File: src/shared/spi_mon_pkg.sv
// package: constants for the switch monitor serial slave port
package spi_mon_pkg;
  localparam int unsigned FRAME_BITS   = 32;
  localparam int unsigned CNT_W        = 6;
  localparam int unsigned ADDR_W       = 6;
  localparam int unsigned DATA_W       = 24;
  localparam int unsigned FLAG_W       = 4;
  // command frame field positions
  localparam int unsigned RW_POS       = 31;
  localparam int unsigned ADDR_MSB     = 30;
  localparam int unsigned ADDR_LSB     = 25;
  localparam int unsigned DATA_MSB     = 24;
  localparam int unsigned DATA_LSB     = 1;
  // bits received when the address is complete
  localparam logic [5:0]  ADDR_DONE    = 6'h07;
  // interrupt status flag positions
  localparam int unsigned FLG_RESET    = 3;
  localparam int unsigned FLG_LEN      = 2;
  localparam int unsigned FLG_PAR      = 1;
  localparam int unsigned FLG_SSC      = 0;
  // serial clock limit (host side), in kHz
  localparam int unsigned SCLK_MAX_KHZ = 4000;
  localparam logic [31:0] RESET_FRAME  = 32'h0000_0000;
endpackage : spi_mon_pkg

File: src/switch_monitor_spi_slave.sv
// module: serial slave port of the switch monitor, sampled on the system clock
`timescale 1ns/1ps

module switch_monitor_spi_slave
  import spi_mon_pkg::*;
#(
  parameter logic [5:0] STATUS_ADDR = 6'h01  // address of the interrupt status register
) (
  input  wire logic                              clk,
  input  wire logic                              rst_n,
  input  wire logic                              clk_en,
  input  wire logic                              cs_n,
  input  wire logic                              sclk,
  input  wire logic                              si,
  output logic                                   so_o,
  output logic                                   so_oe,
  output logic                                   int_n,
  input  wire logic [spi_mon_pkg::FLAG_W-1:0]    int_stat,
  input  wire logic                              int_pending,
  output logic                                   len_err_set,
  output logic                                   par_err_set,
  output logic                                   int_stat_clr,
  output logic [spi_mon_pkg::ADDR_W-1:0]         reg_addr,
  input  wire logic [spi_mon_pkg::DATA_W-1:0]    reg_rdata,
  input  wire logic                              reg_valid,
  input  wire logic                              reg_writable,
  output logic                                   reg_wr,
  output logic [spi_mon_pkg::DATA_W-1:0]         reg_wdata
);
  import spi_mon_pkg::*;

  // ==========================================================
  // state
  typedef struct packed {
    logic [2:0]          cs_s;
    logic [2:0]          sck_s;
    logic [2:0]          si_s;
    logic                active;
    logic [CNT_W-1:0]    cnt;
    logic [31:0]         rx;
    logic [31:0]         tx;
    logic                load;
    logic                so;
    logic                oe;
    logic [FLAG_W-1:0]   flags;
    logic                int_lo;
    logic                len_set;
    logic                par_set;
    logic                clr;
    logic                wr;
    logic [ADDR_W-1:0]   addr;
    logic [DATA_W-1:0]   wdata;
  } state_s;

  state_s st_q;
  state_s st_d;

  // odd parity over 31 bits: the parity bit makes the total count odd
  function automatic logic par_bit(input logic [30:0] v);
    par_bit = ~(^v);
  endfunction : par_bit

  logic cs_fall;
  logic cs_rise;
  logic sck_fall;
  logic sck_rise;
  logic [31:0] rx_next;
  logic [31:0] reply;

  // ==========================================================
  // edge detection where the second and third stages differ
  assign cs_fall  = st_q.cs_s[2] & ~st_q.cs_s[1];
  assign cs_rise  = ~st_q.cs_s[2] & st_q.cs_s[1];
  assign sck_fall = st_q.active & st_q.sck_s[2] & ~st_q.sck_s[1];
  assign sck_rise = st_q.active & ~st_q.sck_s[2] & st_q.sck_s[1];
  assign rx_next  = {st_q.rx[30:0], st_q.si_s[2]};

  // reply frame: flags, then data (zeros if unassigned), then parity
  always_comb begin
    reply = RESET_FRAME;
    if (reg_valid) begin
      reply[30:31-FLAG_W] = st_q.flags;
      reply[DATA_MSB:DATA_LSB] = reg_rdata;
      reply[0] = par_bit(reply[31:1]);
    end
  end

  // ==========================================================
  // next state
  always_comb begin
    st_d = st_q;
    st_d.cs_s  = {st_q.cs_s[1:0], cs_n};
    st_d.sck_s = {st_q.sck_s[1:0], sclk};
    st_d.si_s  = {st_q.si_s[1:0], si};
    st_d.len_set = 1'b0;
    st_d.par_set = 1'b0;
    st_d.clr = 1'b0;
    st_d.wr  = 1'b0;
    st_d.load = 1'b0;
    if (int_pending) begin
      st_d.int_lo = 1'b1;  // a new event wins over a release
    end
    if (cs_fall) begin
      st_d.active = 1'b1;
      st_d.oe     = 1'b1;
      st_d.so     = 1'b1;
      st_d.flags  = int_stat;
      st_d.cnt    = '0;
      st_d.tx     = RESET_FRAME;
    end else if (cs_rise && st_q.active) begin
      st_d.active = 1'b0;
      st_d.oe     = 1'b0;
      if (st_q.cnt != CNT_W'(FRAME_BITS) && st_q.cnt != '0) begin
        st_d.len_set = 1'b1;
        st_d.int_lo  = 1'b1;
      end else if (st_q.cnt != '0 && ~(^st_q.rx)) begin
        st_d.par_set = 1'b1;
        st_d.int_lo  = 1'b1;
      end else if (st_q.cnt != '0) begin
        if (st_q.rx[RW_POS] && reg_valid && reg_writable) begin
          st_d.wr    = 1'b1;
          st_d.wdata = st_q.rx[DATA_MSB:DATA_LSB];
        end else if (!st_q.rx[RW_POS] && st_q.addr == STATUS_ADDR) begin
          st_d.clr = 1'b1;
          if (!int_pending) begin
            st_d.int_lo = 1'b0;
          end
        end
      end
    end else if (st_q.active) begin
      // the addressed register's contents replace the tail once the address is in;
      // the flags have already left, so an unassigned address zeroes data and parity only
      if (st_q.load) begin
        st_d.tx = {reply[DATA_MSB:0], 7'h00};
      end
      if (sck_rise) begin
        if (st_q.cnt == '0) begin
          st_d.so = 1'b0;                                          // reply bit 31 is always zero
          st_d.tx = {st_q.flags, 28'h000_0000};
        end else begin
          st_d.so = st_q.tx[31];
          st_d.tx = {st_q.tx[30:0], 1'b0};
        end
      end
      if (sck_fall) begin
        st_d.rx = rx_next;
        if (st_q.cnt != {CNT_W{1'b1}}) begin
          st_d.cnt = st_q.cnt + 1'b1;
        end
        if (st_q.cnt + 1'b1 == ADDR_DONE) begin
          st_d.addr = rx_next[ADDR_W-1:0];
          st_d.load = 1'b1;                                        // reload one cycle later, well before the next rise
        end
      end
    end
  end

  // ==========================================================
  // registers; clk_en low freezes everything
  always_ff @(posedge clk or negedge rst_n) begin
    if (!rst_n) begin
      st_q <= '0;
      st_q.cs_s <= 3'b111;
    end else if (clk_en) begin
      st_q <= st_d;
    end
  end

  // ==========================================================
  // outputs
  assign so_o         = st_q.so;
  assign so_oe        = st_q.oe;
  assign int_n        = ~st_q.int_lo;
  assign len_err_set  = st_q.len_set;
  assign par_err_set  = st_q.par_set;
  assign int_stat_clr = st_q.clr;
  assign reg_addr     = st_q.addr;
  assign reg_wr       = st_q.wr;
  assign reg_wdata    = st_q.wdata;

  // ==========================================================
  // checks
  a_oe_after_fall: assert property (@(posedge clk) disable iff (!rst_n)
    clk_en && cs_fall |=> so_oe && so_o) else $error("output not driven high after select fall");
  a_oe_off_rise: assert property (@(posedge clk) disable iff (!rst_n)
    clk_en && cs_rise && st_q.active |=> !so_oe) else $error("output still driven after select rise");
  a_release_int: assert property (@(posedge clk) disable iff (!rst_n)
    int_stat_clr && !$past(int_pending) |-> int_n) else $error("interrupt not released on status read");
  a_idle_float: assert property (@(posedge clk) disable iff (!rst_n)
    !st_q.active |-> !so_oe) else $error("output driven while deselected");
  a_len_err: assert property (@(posedge clk) disable iff (!rst_n)
    len_err_set |-> !int_n && !reg_wr) else $error("length error without interrupt");
  a_no_clk_err: assert property (@(posedge clk) disable iff (!rst_n)
    clk_en && cs_rise && st_q.cnt == '0 |=> !len_err_set) else $error("length error on empty frame");
  a_par_err: assert property (@(posedge clk) disable iff (!rst_n)
    par_err_set |-> !int_n && !reg_wr) else $error("parity error without interrupt");
  a_write_gate: assert property (@(posedge clk) disable iff (!rst_n)
    reg_wr |-> $past(reg_writable) && $past(st_q.cnt) == 6'd32) else $error("bad write committed");
  a_rise_shift: assert property (@(posedge clk) disable iff (!rst_n)
    clk_en && sck_rise && st_q.cnt != '0 && !cs_rise |=> so_o == $past(st_q.tx[31])) else $error("shift out wrong");
  a_pending_low: assert property (@(posedge clk) disable iff (!rst_n)
    clk_en && int_pending |=> !int_n) else $error("interrupt not held low by pending event");
endmodule : switch_monitor_spi_slave

File: config.mk
export PLATFORM = sky130hd
export DESIGN_NAME = switch_monitor_spi_slave
export DESIGN_NICKNAME = d
export VERILOG_FILES = /design/src/shared/spi_mon_pkg.sv /design/src/switch_monitor_spi_slave.sv
export SDC_FILE = /design/constraint.sdc
export NUM_CORES = 1
export LEC_CHECK = 0
export BUFFER_PORTS_ARGS = -buffer_cell sky130_fd_sc_hd__buf_4
export CAP_MARGIN = 20
export CORE_ASPECT_RATIO = 1.5
export CORE_UTILIZATION = 35
export CTS_CLUSTER_DIAMETER = 60
export DETAILED_ROUTE_END_ITERATION = 16
export GPL_TIMING_DRIVEN = 0
export PLACE_DENSITY = 0.51
export SYNTH_ARGS = -nofsm -noshare
export SYNTH_HDL_FRONTEND = slang
export SYNTH_SLANG_ARGS = --single-unit
File: constraint.sdc
create_clock -name clk -period 3.5 [get_ports clk]
set_clock_uncertainty 0.05 [all_clocks]
set_input_delay 0.7 -clock clk [delete_from_list [all_inputs] [get_ports clk]]
set_output_delay 0.7 -clock clk [all_outputs]
set_load 0.02 [all_outputs]
==> results of run 1 <==
synth_stat cells:
library cell,instances
a21boi_0,1
nand2b_1,3
nor3_2,1
a2bb2oi_1,1
dfrtp_1,117
a311oi_1,1
and3_1,3
nor2_1,15
nor3_1,3
clkbuf_8,2
a21o_1,2
nand4_1,1
inv_1,9
mux2i_1,4
nor4b_1,1
a211oi_1,1
nand3b_1,3
or2_2,1
a21o_2,1
o2bb2ai_1,1
o21ai_1,2
ha_1,3
and2_1,3
nand3_1,6
nand2_1,44
nor4_1,2
o211ai_1,1
or3_1,1
buf_1,2
a22oi_1,21
nor3_4,1
a31oi_1,5
dfstp_2,3
xnor2_1,52
o21ai_0,40
o31ai_1,2
buf_4,30
or4_1,1
mux2_4,2
clkbuf_1,16
mux2_2,72
xor2_1,6
a21oi_1,4
nor2b_1,2
o22ai_1,1
layer usage:
metal | track usage [%] | share of wire, % | up-vias
met3 | 4.06 | 5.6 | 17
met1 | 17.1 | 42 | 1878
met5 | 0 | 0 | -
met2 | 25.1 | 51 | 97
li1 | - | - | 1863
met4 | 5.79 | 1.6 | 0
flip-flops by register name, summed over array words and instances (netlist names):
register / count
int_stat_clr: 1
len_err_set: 1
par_err_set: 1
reg_addr: 6
reg_wdata: 24
reg_wr: 1
rx_next: 32
so_o: 1
st_d: 6
st_q: 47
power groups by stage:
stage               sequential (mW)  combinational, mW  clock (mW)
floorplan                      1.54              0.354           0
global placement               1.55              0.507           0
detailed placement             1.55              0.514           0
CTS                            1.53              0.518        1.81
global route                   1.54              0.565        1.88
finish                         1.53              0.507        1.76
critical path: cells and delay by family (launching register included):
| kind | cells | cell delay (ns) |
|---|---|---|
| adders and majority gates | 1 | 0.14 |
| buffers and inverters | 2 | 0.39 |
| DFF | 1 | 0.41 |
| muxes | 1 | 0.34 |
| and+or+nand+nor | 3 | 1.33 |
final timing paths:
| path | startpoint | to | slack [ns] |
|---|---|---|---|
| min in group clk | st_q[46] | st_q[46] | 0.43 |
| max in group asynchronous | rst_n | st_q[108] | 2.53 |
| hold reg to reg | st_q[46] | st_q[46] | 0.43 |
| setup reg to reg | st_q[106] | reg_wdata[7] | 0.70 |
| setup / recovery | st_q[106] | reg_wdata[7] | 0.70 |
| hold / removal | rst_n | st_q[61] | 0.13 |
cell families (layout without fill, tap and decap cells):
logic type / count (synthesis) / count (layout)
compound gates: 84 / 84
flops: 120 / 120
mux: 78 / 78
buf+inv: 59 / 163
simple gates: 91 / 91
xor+xnor: 58 / 58
fa+ha+maj: 3 / 3
layout make-up:
class	instances	area (µm²)	share of cell area (%)
clock buffer	17	425	5.94
timing repair buffer	73	572	7.99
buffer	50	320	4.47
tap	203	254	3.55
inverter	9	33.8	0.472
clock inverter	14	176	2.46
sequential	120	3010	42.0
multi-input combinational	314	2370	33.1
through the flow:
stage          total power [mW]  util (%)  hold slack, ns
3_3_place_gp               2.06      41.2           0.415
5_1_grt                    3.98      45.2           0.137
4_1_cts                    3.86      45.2           0.123
6_report                   3.80      45.2           0.125
2_1_floorplan              1.89         -           0.354
3_5_place_dp               2.07      41.4           0.423
==> metrics.csv, run 1 <==
metric,value,unit
clk sink count,120,
Setup TNS,0,ns
P_sw,966,µW
RSZ-0062 raised after global routing,no,
Highest Clock Rate,0.358,GHz
Total GRT Usage,14.6,%
crit path time final,2.80,ns
GRT overflow,0,
Max VDD drop,0.254,mV
status,"finished, final reports clean",
max_slew headroom,47.9,%
fin area,7160,µm²
crit start category,flop,
global placer's final weighted congestion,0.812,
leakage power,3.38,nW
hold_buf cts,0,
Ports,74,
area share of the largest cell type after synthesis,51.1,%
Hold Path Class,in2async,
final setup fails,0,
full die area,16900,µm²
Unique masters post-synth,45,
CTS H-Tree Depth,4,
Via Count,3855,
root buffer cell,clkbuf_16,
DP Cell Count,769,
Die Ht,159,µm
#FFs+latches synth,120,
Post-Synth Adder-Cell Area,0.655,%
Power Internal,2.83,mW
Final ANT Viol Nets,0,
initial antenna violation count,0,
complex-gate fraction of the synthesized area,8.95,%
diode count,0,
"commonest non-fill, non-tap cell in the layout",dfrtp_1,
crit-path max cell delay,0.63,ns
Worst-Margin Slew,0.771,ns
Post-Synthesis Cells,493,
DR iter-0 viols,164,
Setup Buffers After CTS,0,
final wirelength,11.7,mm
# rows,56,
Initial Util,36.2,%
Final Net Count,625,
syn avg cell area,11.6,µm²
power per cell area,531,nW/µm²
Worst Setup Path Type,reg2reg,
Setup WS post-layout,0.704,ns
number of global-route vias before repair,3865,
largest cells by area after synthesis,"dfrtp_1, mux2_2, xnor2_1, buf_4, o21ai_0",
Gate power share,13.4,%
Hold Fails Final Rpt,0,
largest net degree at the start of global routing,88,
xor-xnor portion of the synthesized cell area,8.86,%
CP Data Required Time,3.74,ns
post-route insts no fill,800,
share of cells above drive strength 1,36.3,%
post-synth top area cell,dfrtp_1,
core outline area,15800,µm²
switching share of total power,25.4,%
area delta synth->final,24.9,%
slowest cell on the critical path,nor4b_1,
DP Area,6560,µm²
Flop pwr share,40.2,%
fillers,1542,
mapped cell area,5730,µm²
Final Max Tran Viols,0,
WP data arrival,3.04,ns
main combinational cell family by area after synthesis,multiplexers,
Worst Reg-to-Reg Cells,7,
post-synthesis simple-gate area fraction,7.53,%
Die Wd,106,µm
period utilization,79.9,%
DP HPWL,8.49,mm
crit end category,flop,
Max Root-Sink Buffers,2,
post_cts resized,0,
post-synthesis sequential area ratio,52.5,%
DR WL/cell,14.6,µm
multiplexer share of the synthesized area,15.4,%
Via-to-Cell Ratio,4.82,
first-pass GRT wire length,19.3,mm
cts bufs inserted,17,
TritonCTS clock tree,built,
maxcap violations,0,
clk_lat worst skew,0.41,ns
maximum fanout along the worst path,10,
Port Buffers,72,
Setup WS pre-CTS,0.501,ns
first-pass iteration count of the detailed router,5,
# DRC,0,
worst-path cell chain,"inv_1, ha_1, nor4b_1, nand3_1, nor3_4, clkbuf_8, mux2_2",
clk slew on worst S/H paths,0.06,ns
synth warn,0,
"commonest cells after routing, fill and taps aside","dfrtp_1, buf_4, mux2_2",
post-synthesis net count,533,
clock network power share,46.4,%
(Power assumes the default switching activity.)
==> run 2, diff against run 1 <==
Settings changed: ABC_AREA set to 1, PLACE_DENSITY 0.51 to 0.5.
Clock period 3.5 ns to 2.75 ns, I/O delays scaled along.
==> metrics.csv, run 2 <==
metric,value,unit,change
Via Count,5618,,"was 3,855"
Unique masters post-synth,31,,was 45
largest cells by area after synthesis,"dfrtp_1, nand2_1, o21ai_0, inv_1, buf_4",,"was dfrtp_1, mux2_2, xnor2_1, buf_4, o21ai_0"
diode count,0,,unchanged
# DRC,0,,unchanged
most common cell in the synthesized netlist,nand2_1,,was dfrtp_1
final setup fails,0,,unchanged
RSZ-0062 raised after global routing,no,,unchanged
Ports,74,,unchanged
synth warn,0,,unchanged
Total GRT Usage,18.2,%,was 14.6%
DR WL/cell,13.5,µm,was 14.6 µm
share of cells above drive strength 1,16.6,%,was 36.3%
worst-path cell chain,"inv_1, ha_1, nand4_1, nor2_4, clkinvlp_4, nand3_2, nand3_2, buf_2, nand2_1, nand2_1",,"was inv_1, ha_1, nor4b_1, nand3_1, nor3_4, clkbuf_8, mux2_2"
Setup TNS,0,ns,unchanged
crit-path max cell delay,0.42,ns,was 0.63 ns
clk_lat worst skew,0.41,ns,about the same
GRT overflow,0,,unchanged
"commonest cells after routing, fill and taps aside","nand2_1, dfrtp_1, buf_4",,"was dfrtp_1, buf_4, mux2_2"
area share of the largest cell type after synthesis,45.2,%,was 51.1%
syn avg cell area,7.49,µm²,was 11.6 µm²
post-layout util,44.0,%,was 45.2%
post-synthesis sequential area ratio,46.4,%,was 52.5%
post-synthesis net count,905,,was 533
Die Wd,113,µm,was 106 µm
DR iter-0 viols,278,,was 164
initial antenna violation count,0,,unchanged
Highest Clock Rate,0.400,GHz,was 0.358 GHz
root buffer cell,clkbuf_16,,unchanged
maxcap violations,0,,unchanged
mapped cell area,6480,µm²,was 5730 µm²
most flop-heavy register,st_q,,unchanged
core outline area,18000,µm²,"was 15,800 µm²"
Final Net Count,999,,was 625
CTS H-Tree Depth,4,,unchanged
Max Root-Sink Buffers,2,,unchanged
# rows,60,,was 56
crit end category,flop,,unchanged
top_reg_cell synth,dfrtp_1,,unchanged
full die area,19100,µm²,"was 16,900 µm²"
Die Ht,169,µm,was 159 µm
Initial Util,36.0,%,was 36.2%
clk slew on worst S/H paths,0.06,ns,about the same
period utilization,90.9,%,was 79.9%
first-pass iteration count of the detailed router,4,,was 5
crit start category,flop,,unchanged
Post-Synthesis Cells,865,,was 493
Max VDD drop,0.391,mV,was 0.254 mV
#FFs+latches synth,120,,unchanged
"commonest non-fill, non-tap cell in the layout",nand2_1,,was dfrtp_1
Port Buffers,73,,was 72
status,"finished, final reports clean",,unchanged
Worst Setup Path Type,reg2reg,,unchanged
clk sink count,120,,unchanged
first-pass GRT wire length,27.4,mm,was 19.3 mm
slowest cell on the critical path,dfrtp_1,,was nor4b_1
area delta synth->final,22.4,%,was 24.9%
Post-synth EDFFs,0,,unchanged
cts bufs inserted,17,,unchanged
Worst-Margin Slew,0.615,ns,was 0.771 ns
max_slew headroom,59.0,%,was 47.9%
largest net degree at the start of global routing,92,,was 88
power per cell area,711,nW/µm²,was 531 nW/µm²
max reg flops,47,,unchanged
final wirelength,16.0,mm,was 11.7 mm
Hold Fails Final Rpt,0,,unchanged
Final Max Tran Viols,0,,unchanged
Via-to-Cell Ratio,4.72,,was 4.82
number of global-route vias before repair,5824,,"was 3,865"
maximum fanout along the worst path,10,,unchanged
TritonCTS clock tree,built,,unchanged
leakage power,4.04,nW,was 3.38 nW
global placer's final weighted congestion,0.811,,was 0.812
Hold Path Class,in2reg,,was in2async
Final ANT Viol Nets,0,,unchanged
WP data arrival,2.74,ns,was 3.04 ns
crit path time final,2.50,ns,was 2.80 ns
post-synth top area cell,dfrtp_1,,unchanged
DP HPWL,12.1,mm,was 8.49 mm
CP Data Required Time,2.99,ns,was 3.74 ns
Async SR Flop Fraction,100,%,unchanged
total power,5.64,mW,was 3.80 mW
Commonest cells post-synth,"nand2_1, dfrtp_1, o21ai_0",,"was dfrtp_1, mux2_2, xnor2_1"
run 2: cell count changes after synthesis, sizes merged, moves of 8 or more:
cell | previous run | this run
nand4 | 1 | 28
o21ai | 42 | 86
nor2 | 15 | 26
xnor2 | 52 | 14
buf | 32 | 40
nand3 | 6 | 19
mux2 | 74 | 4
nand2 | 44 | 375
inv | 9 | 81
run 2: repair_timing:
action                                 in CTS  in global routing
endpoints found under the hold margin      28                  0
setup endpoints to repair                   0                 20
resized for setup                           0                  2
setup buffers                               0                  0
hold buffers                                1                  0
run 2: kinds of logic after synthesis:
logic type / count (synthesis) / synth area share (%)
buffers and inverters: 140 / 10.0
AO/OA/AOI/OAI: 119 / 10.4
XOR/XNOR: 23 / 3.11
AND/OR/NAND/NOR: 456 / 28.8
adder cells (fa/ha/maj): 3 / 0.579
multiplexers: 4 / 0.695
flip-flops: 120 / 46.4
run 2: metal layers:
layer  vias to the layer above  global-route usage, %  wire length [µm]
met1                      2594                   20.2              6600
met4                         0                   6.12               197
li1                       2914                      -                 -
met2                        94                   35.0              8750
met3                        16                   2.79               490
met5                         -                      0                 0
run 2: critical path, delay by kind of cell (launching register included):
kind	cells	cell delay, ns
fa+ha+maj	1	0.18
buf+inv	3	0.63
flops	1	0.42
simple gates	6	1.10
run 2: worst paths after layout:
kind                            from      endpoint  slack (ns)  depth (start not counted)
setup / recovery           st_q[106]  reg_wdata[0]        0.25                         10
hold / removal                  sclk     st_d[117]        0.30                          3
setup reg to reg           st_q[106]  reg_wdata[0]        0.25                         10
hold reg to reg            st_d[120]     st_d[120]        0.42                          2
max in group asynchronous      rst_n   reg_addr[0]        1.32                          3
min in group asynchronous      rst_n      st_q[54]        0.54                          2
run 2: area by class of cell:
type / count / area (µm²)
fillers: 1826 / 10100
plain buffers: 57 / 338
flip-flops and latches: 120 / 3010
well taps: 217 / 272
inverters: 83 / 315
clock buffers: 21 / 460
repair buffers: 75 / 589
clock inverters: 11 / 123
multi-input cells: 605 / 2830
run 2: through the flow:
step | setup WS, ns | hold WS, ns | cells | area [µm²]
2_1_floorplan | 0.795 | 0.204 | 865 | 6480
3_3_place_gp | 0.0301 | 0.403 | 1155 | 7300
3_5_place_dp | 0.0572 | 0.402 | 1156 | 7330
4_1_cts | 0.0509 | 0.282 | 1189 | 7920
5_1_grt | 0.0211 | 0.296 | 1189 | 7930
6_report | 0.249 | 0.295 | 1189 | 7930
run 2: power by group:
group          leakage [nW]  internal, mW  switching, mW  total, mW
registers              1.63          2.00          0.179       2.18
logic                  2.14         0.442          0.829       1.27
clock network         0.275          1.38          0.808       2.19
total                  4.04          3.82           1.82       5.64
==> run 3, diff against run 2 <==
Settings changed: RECOVER_POWER set to 100.
==> metrics.csv, run 3 (synthesized netlist as in run 2, its figures left out) <==
metric,value,unit,change
TritonCTS clock tree,built,,unchanged
Hold Fails Final Rpt,0,,unchanged
Worst Setup Path Type,reg2reg,,unchanged
Via Count,5645,,"was 5,618"
WP data arrival,2.78,ns,was 2.74 ns
Ports,74,,unchanged
crit-path max cell delay,0.42,ns,about the same
first-pass iteration count of the detailed router,4,,unchanged
crit end category,flop,,unchanged
Worst Setup SP,st_q[106],,unchanged
reg-to-reg startpoint,st_q[106],,unchanged
initial antenna violation count,0,,unchanged
most flop-heavy register,st_q,,unchanged
maxcap violations,0,,unchanged
area delta synth->final,20.0,%,was 22.4%
RSZ-0062 raised after global routing,no,,unchanged
DP HPWL,12.1,mm,unchanged
# DRC,0,,unchanged
Setup TNS,0,ns,unchanged
CTS H-Tree Depth,4,,unchanged
global placer's final weighted congestion,0.811,,unchanged
period utilization,92.1,%,was 90.9%
core outline area,18000,µm²,unchanged
maximum fanout along the worst path,10,,unchanged
root buffer cell,clkbuf_16,,unchanged
max reg flops,47,,unchanged
Initial Util,36.0,%,unchanged
cts bufs inserted,17,,unchanged
largest net degree at the start of global routing,92,,unchanged
max_slew headroom,13.3,%,was 59.0%
RR Endpoint,reg_wdata[0],,unchanged
Final Net Count,999,,unchanged
CP endpoint,reg_wdata[0],,unchanged
"commonest non-fill, non-tap cell in the layout",nand2_1,,unchanged
Max VDD drop,0.392,mV,was 0.391 mV
leakage power,3.89,nW,was 4.04 nW
diode count,0,,unchanged
Final Max Tran Viols,0,,unchanged
clk sink count,120,,unchanged
share of cells above drive strength 1,12.6,%,was 16.6%
Highest Clock Rate,0.395,GHz,was 0.400 GHz
post-layout util,43.2,%,was 44.0%
final setup fails,0,,unchanged
crit path time final,2.53,ns,was 2.50 ns
DR iter-0 viols,244,,was 278
# rows,60,,unchanged
Hold Path Class,in2reg,,unchanged
clk_lat worst skew,0.41,ns,about the same
Die Wd,113,µm,unchanged
Hold Crit Start,sclk,,unchanged
"commonest cells after routing, fill and taps aside","nand2_1, dfrtp_1, o21ai_0",,"was nand2_1, dfrtp_1, buf_4"
Final ANT Viol Nets,0,,unchanged
R2R setup slack,0.22,ns,was 0.25 ns
crit start category,flop,,unchanged
power per cell area,722,nW/µm²,was 711 nW/µm²
GRT overflow,0,,unchanged
CP Data Required Time,2.99,ns,about the same
Port Buffers,73,,unchanged
Worst Reg-to-Reg Cells,10,,unchanged
full die area,19100,µm²,unchanged
Total GRT Usage,18.2,%,unchanged
first-pass GRT wire length,27.4,mm,unchanged
Worst-Margin Slew,1.30,ns,was 0.615 ns
status,"finished, final reports clean",,unchanged
clk slew on worst S/H paths,0.06,ns,about the same
slowest cell on the critical path,dfrtp_1,,unchanged
final wirelength,16.0,mm,about the same
Die Ht,169,µm,unchanged
Via-to-Cell Ratio,4.75,,was 4.72
number of global-route vias before repair,5824,,unchanged
Max Root-Sink Buffers,2,,unchanged
worst-path cell chain,"inv_1, ha_1, nand4_1, nor2_4, clkinvlp_4, nand3_2, nand3_2, buf_2, nand2_1, nand2_1",,unchanged
DR WL/cell,13.5,µm,about the same
==> run 3: area by class of cell <==
class	count	area, µm²
multi-input cells	605	2830
flip-flops and latches	120	3010
clock inverters	11	123
inverters	83	315
plain buffers	57	335
well taps	217	272
repair buffers	75	438
fillers	1862	10200
clock buffers	21	460
==> run 3: where the power goes <==
group | switching, mW | internal, mW | total, mW | leakage [nW]
logic | 0.829 | 0.420 | 1.25 | 1.98
clock network | 0.808 | 1.38 | 2.19 | 0.275
registers | 0.179 | 2.00 | 2.18 | 1.63
total | 1.82 | 3.80 | 5.62 | 3.89
==> run 3: layer usage <==
metal	vias to the layer above	part of all wire, %	track usage (%)
met5	-	0	0
met3	18	2.6	2.79
met1	2621	41	20.2
li1	2913	-	-
met2	93	54	35.0
met4	0	1.4	6.12
==> run 3: worst min-delay path by stage <==
stage,endpoint,slack [ns],cells after the start
global placement,st_d[120],0.40,2
global route,st_d[117],0.30,3
detailed placement,st_q[55],0.40,1
finish,st_d[117],0.29,3
CTS,st_d[117],0.28,3
floorplan,int_stat_clr,0.20,0
==> run 3: worst max-delay path: cells and delay by family, from the launching register on <==
| family | cells | cell delay, ns |
|---|---|---|
| fa+ha+maj | 1 | 0.18 |
| simple gates | 6 | 1.12 |
| buf+inv | 3 | 0.63 |
| flops | 1 | 0.42 |
==> run 3: metrics by stage <==
stage | worst slack [ns] | cells | cell area (µm²) | hold slack (ns) | total power, mW
6_report | 0.217 | 1189 | 7780 | 0.294 | 5.62
4_1_cts | 0.0509 | 1189 | 7920 | 0.282 | 5.72
2_1_floorplan | 0.795 | 865 | 6480 | 0.204 | 3.06
3_5_place_dp | 0.0572 | 1156 | 7330 | 0.402 | 3.50
3_3_place_gp | 0.0301 | 1155 | 7300 | 0.403 | 3.48
5_1_grt | 0.0211 | 1189 | 7780 | 0.296 | 5.99
==> run 3: repair_timing <==
item,CTS,global route
hold endpoints to repair,28,0
hold buffers,1,0
buffers inserted,0,0
endpoints found under the setup margin,0,20
resized for setup,0,2
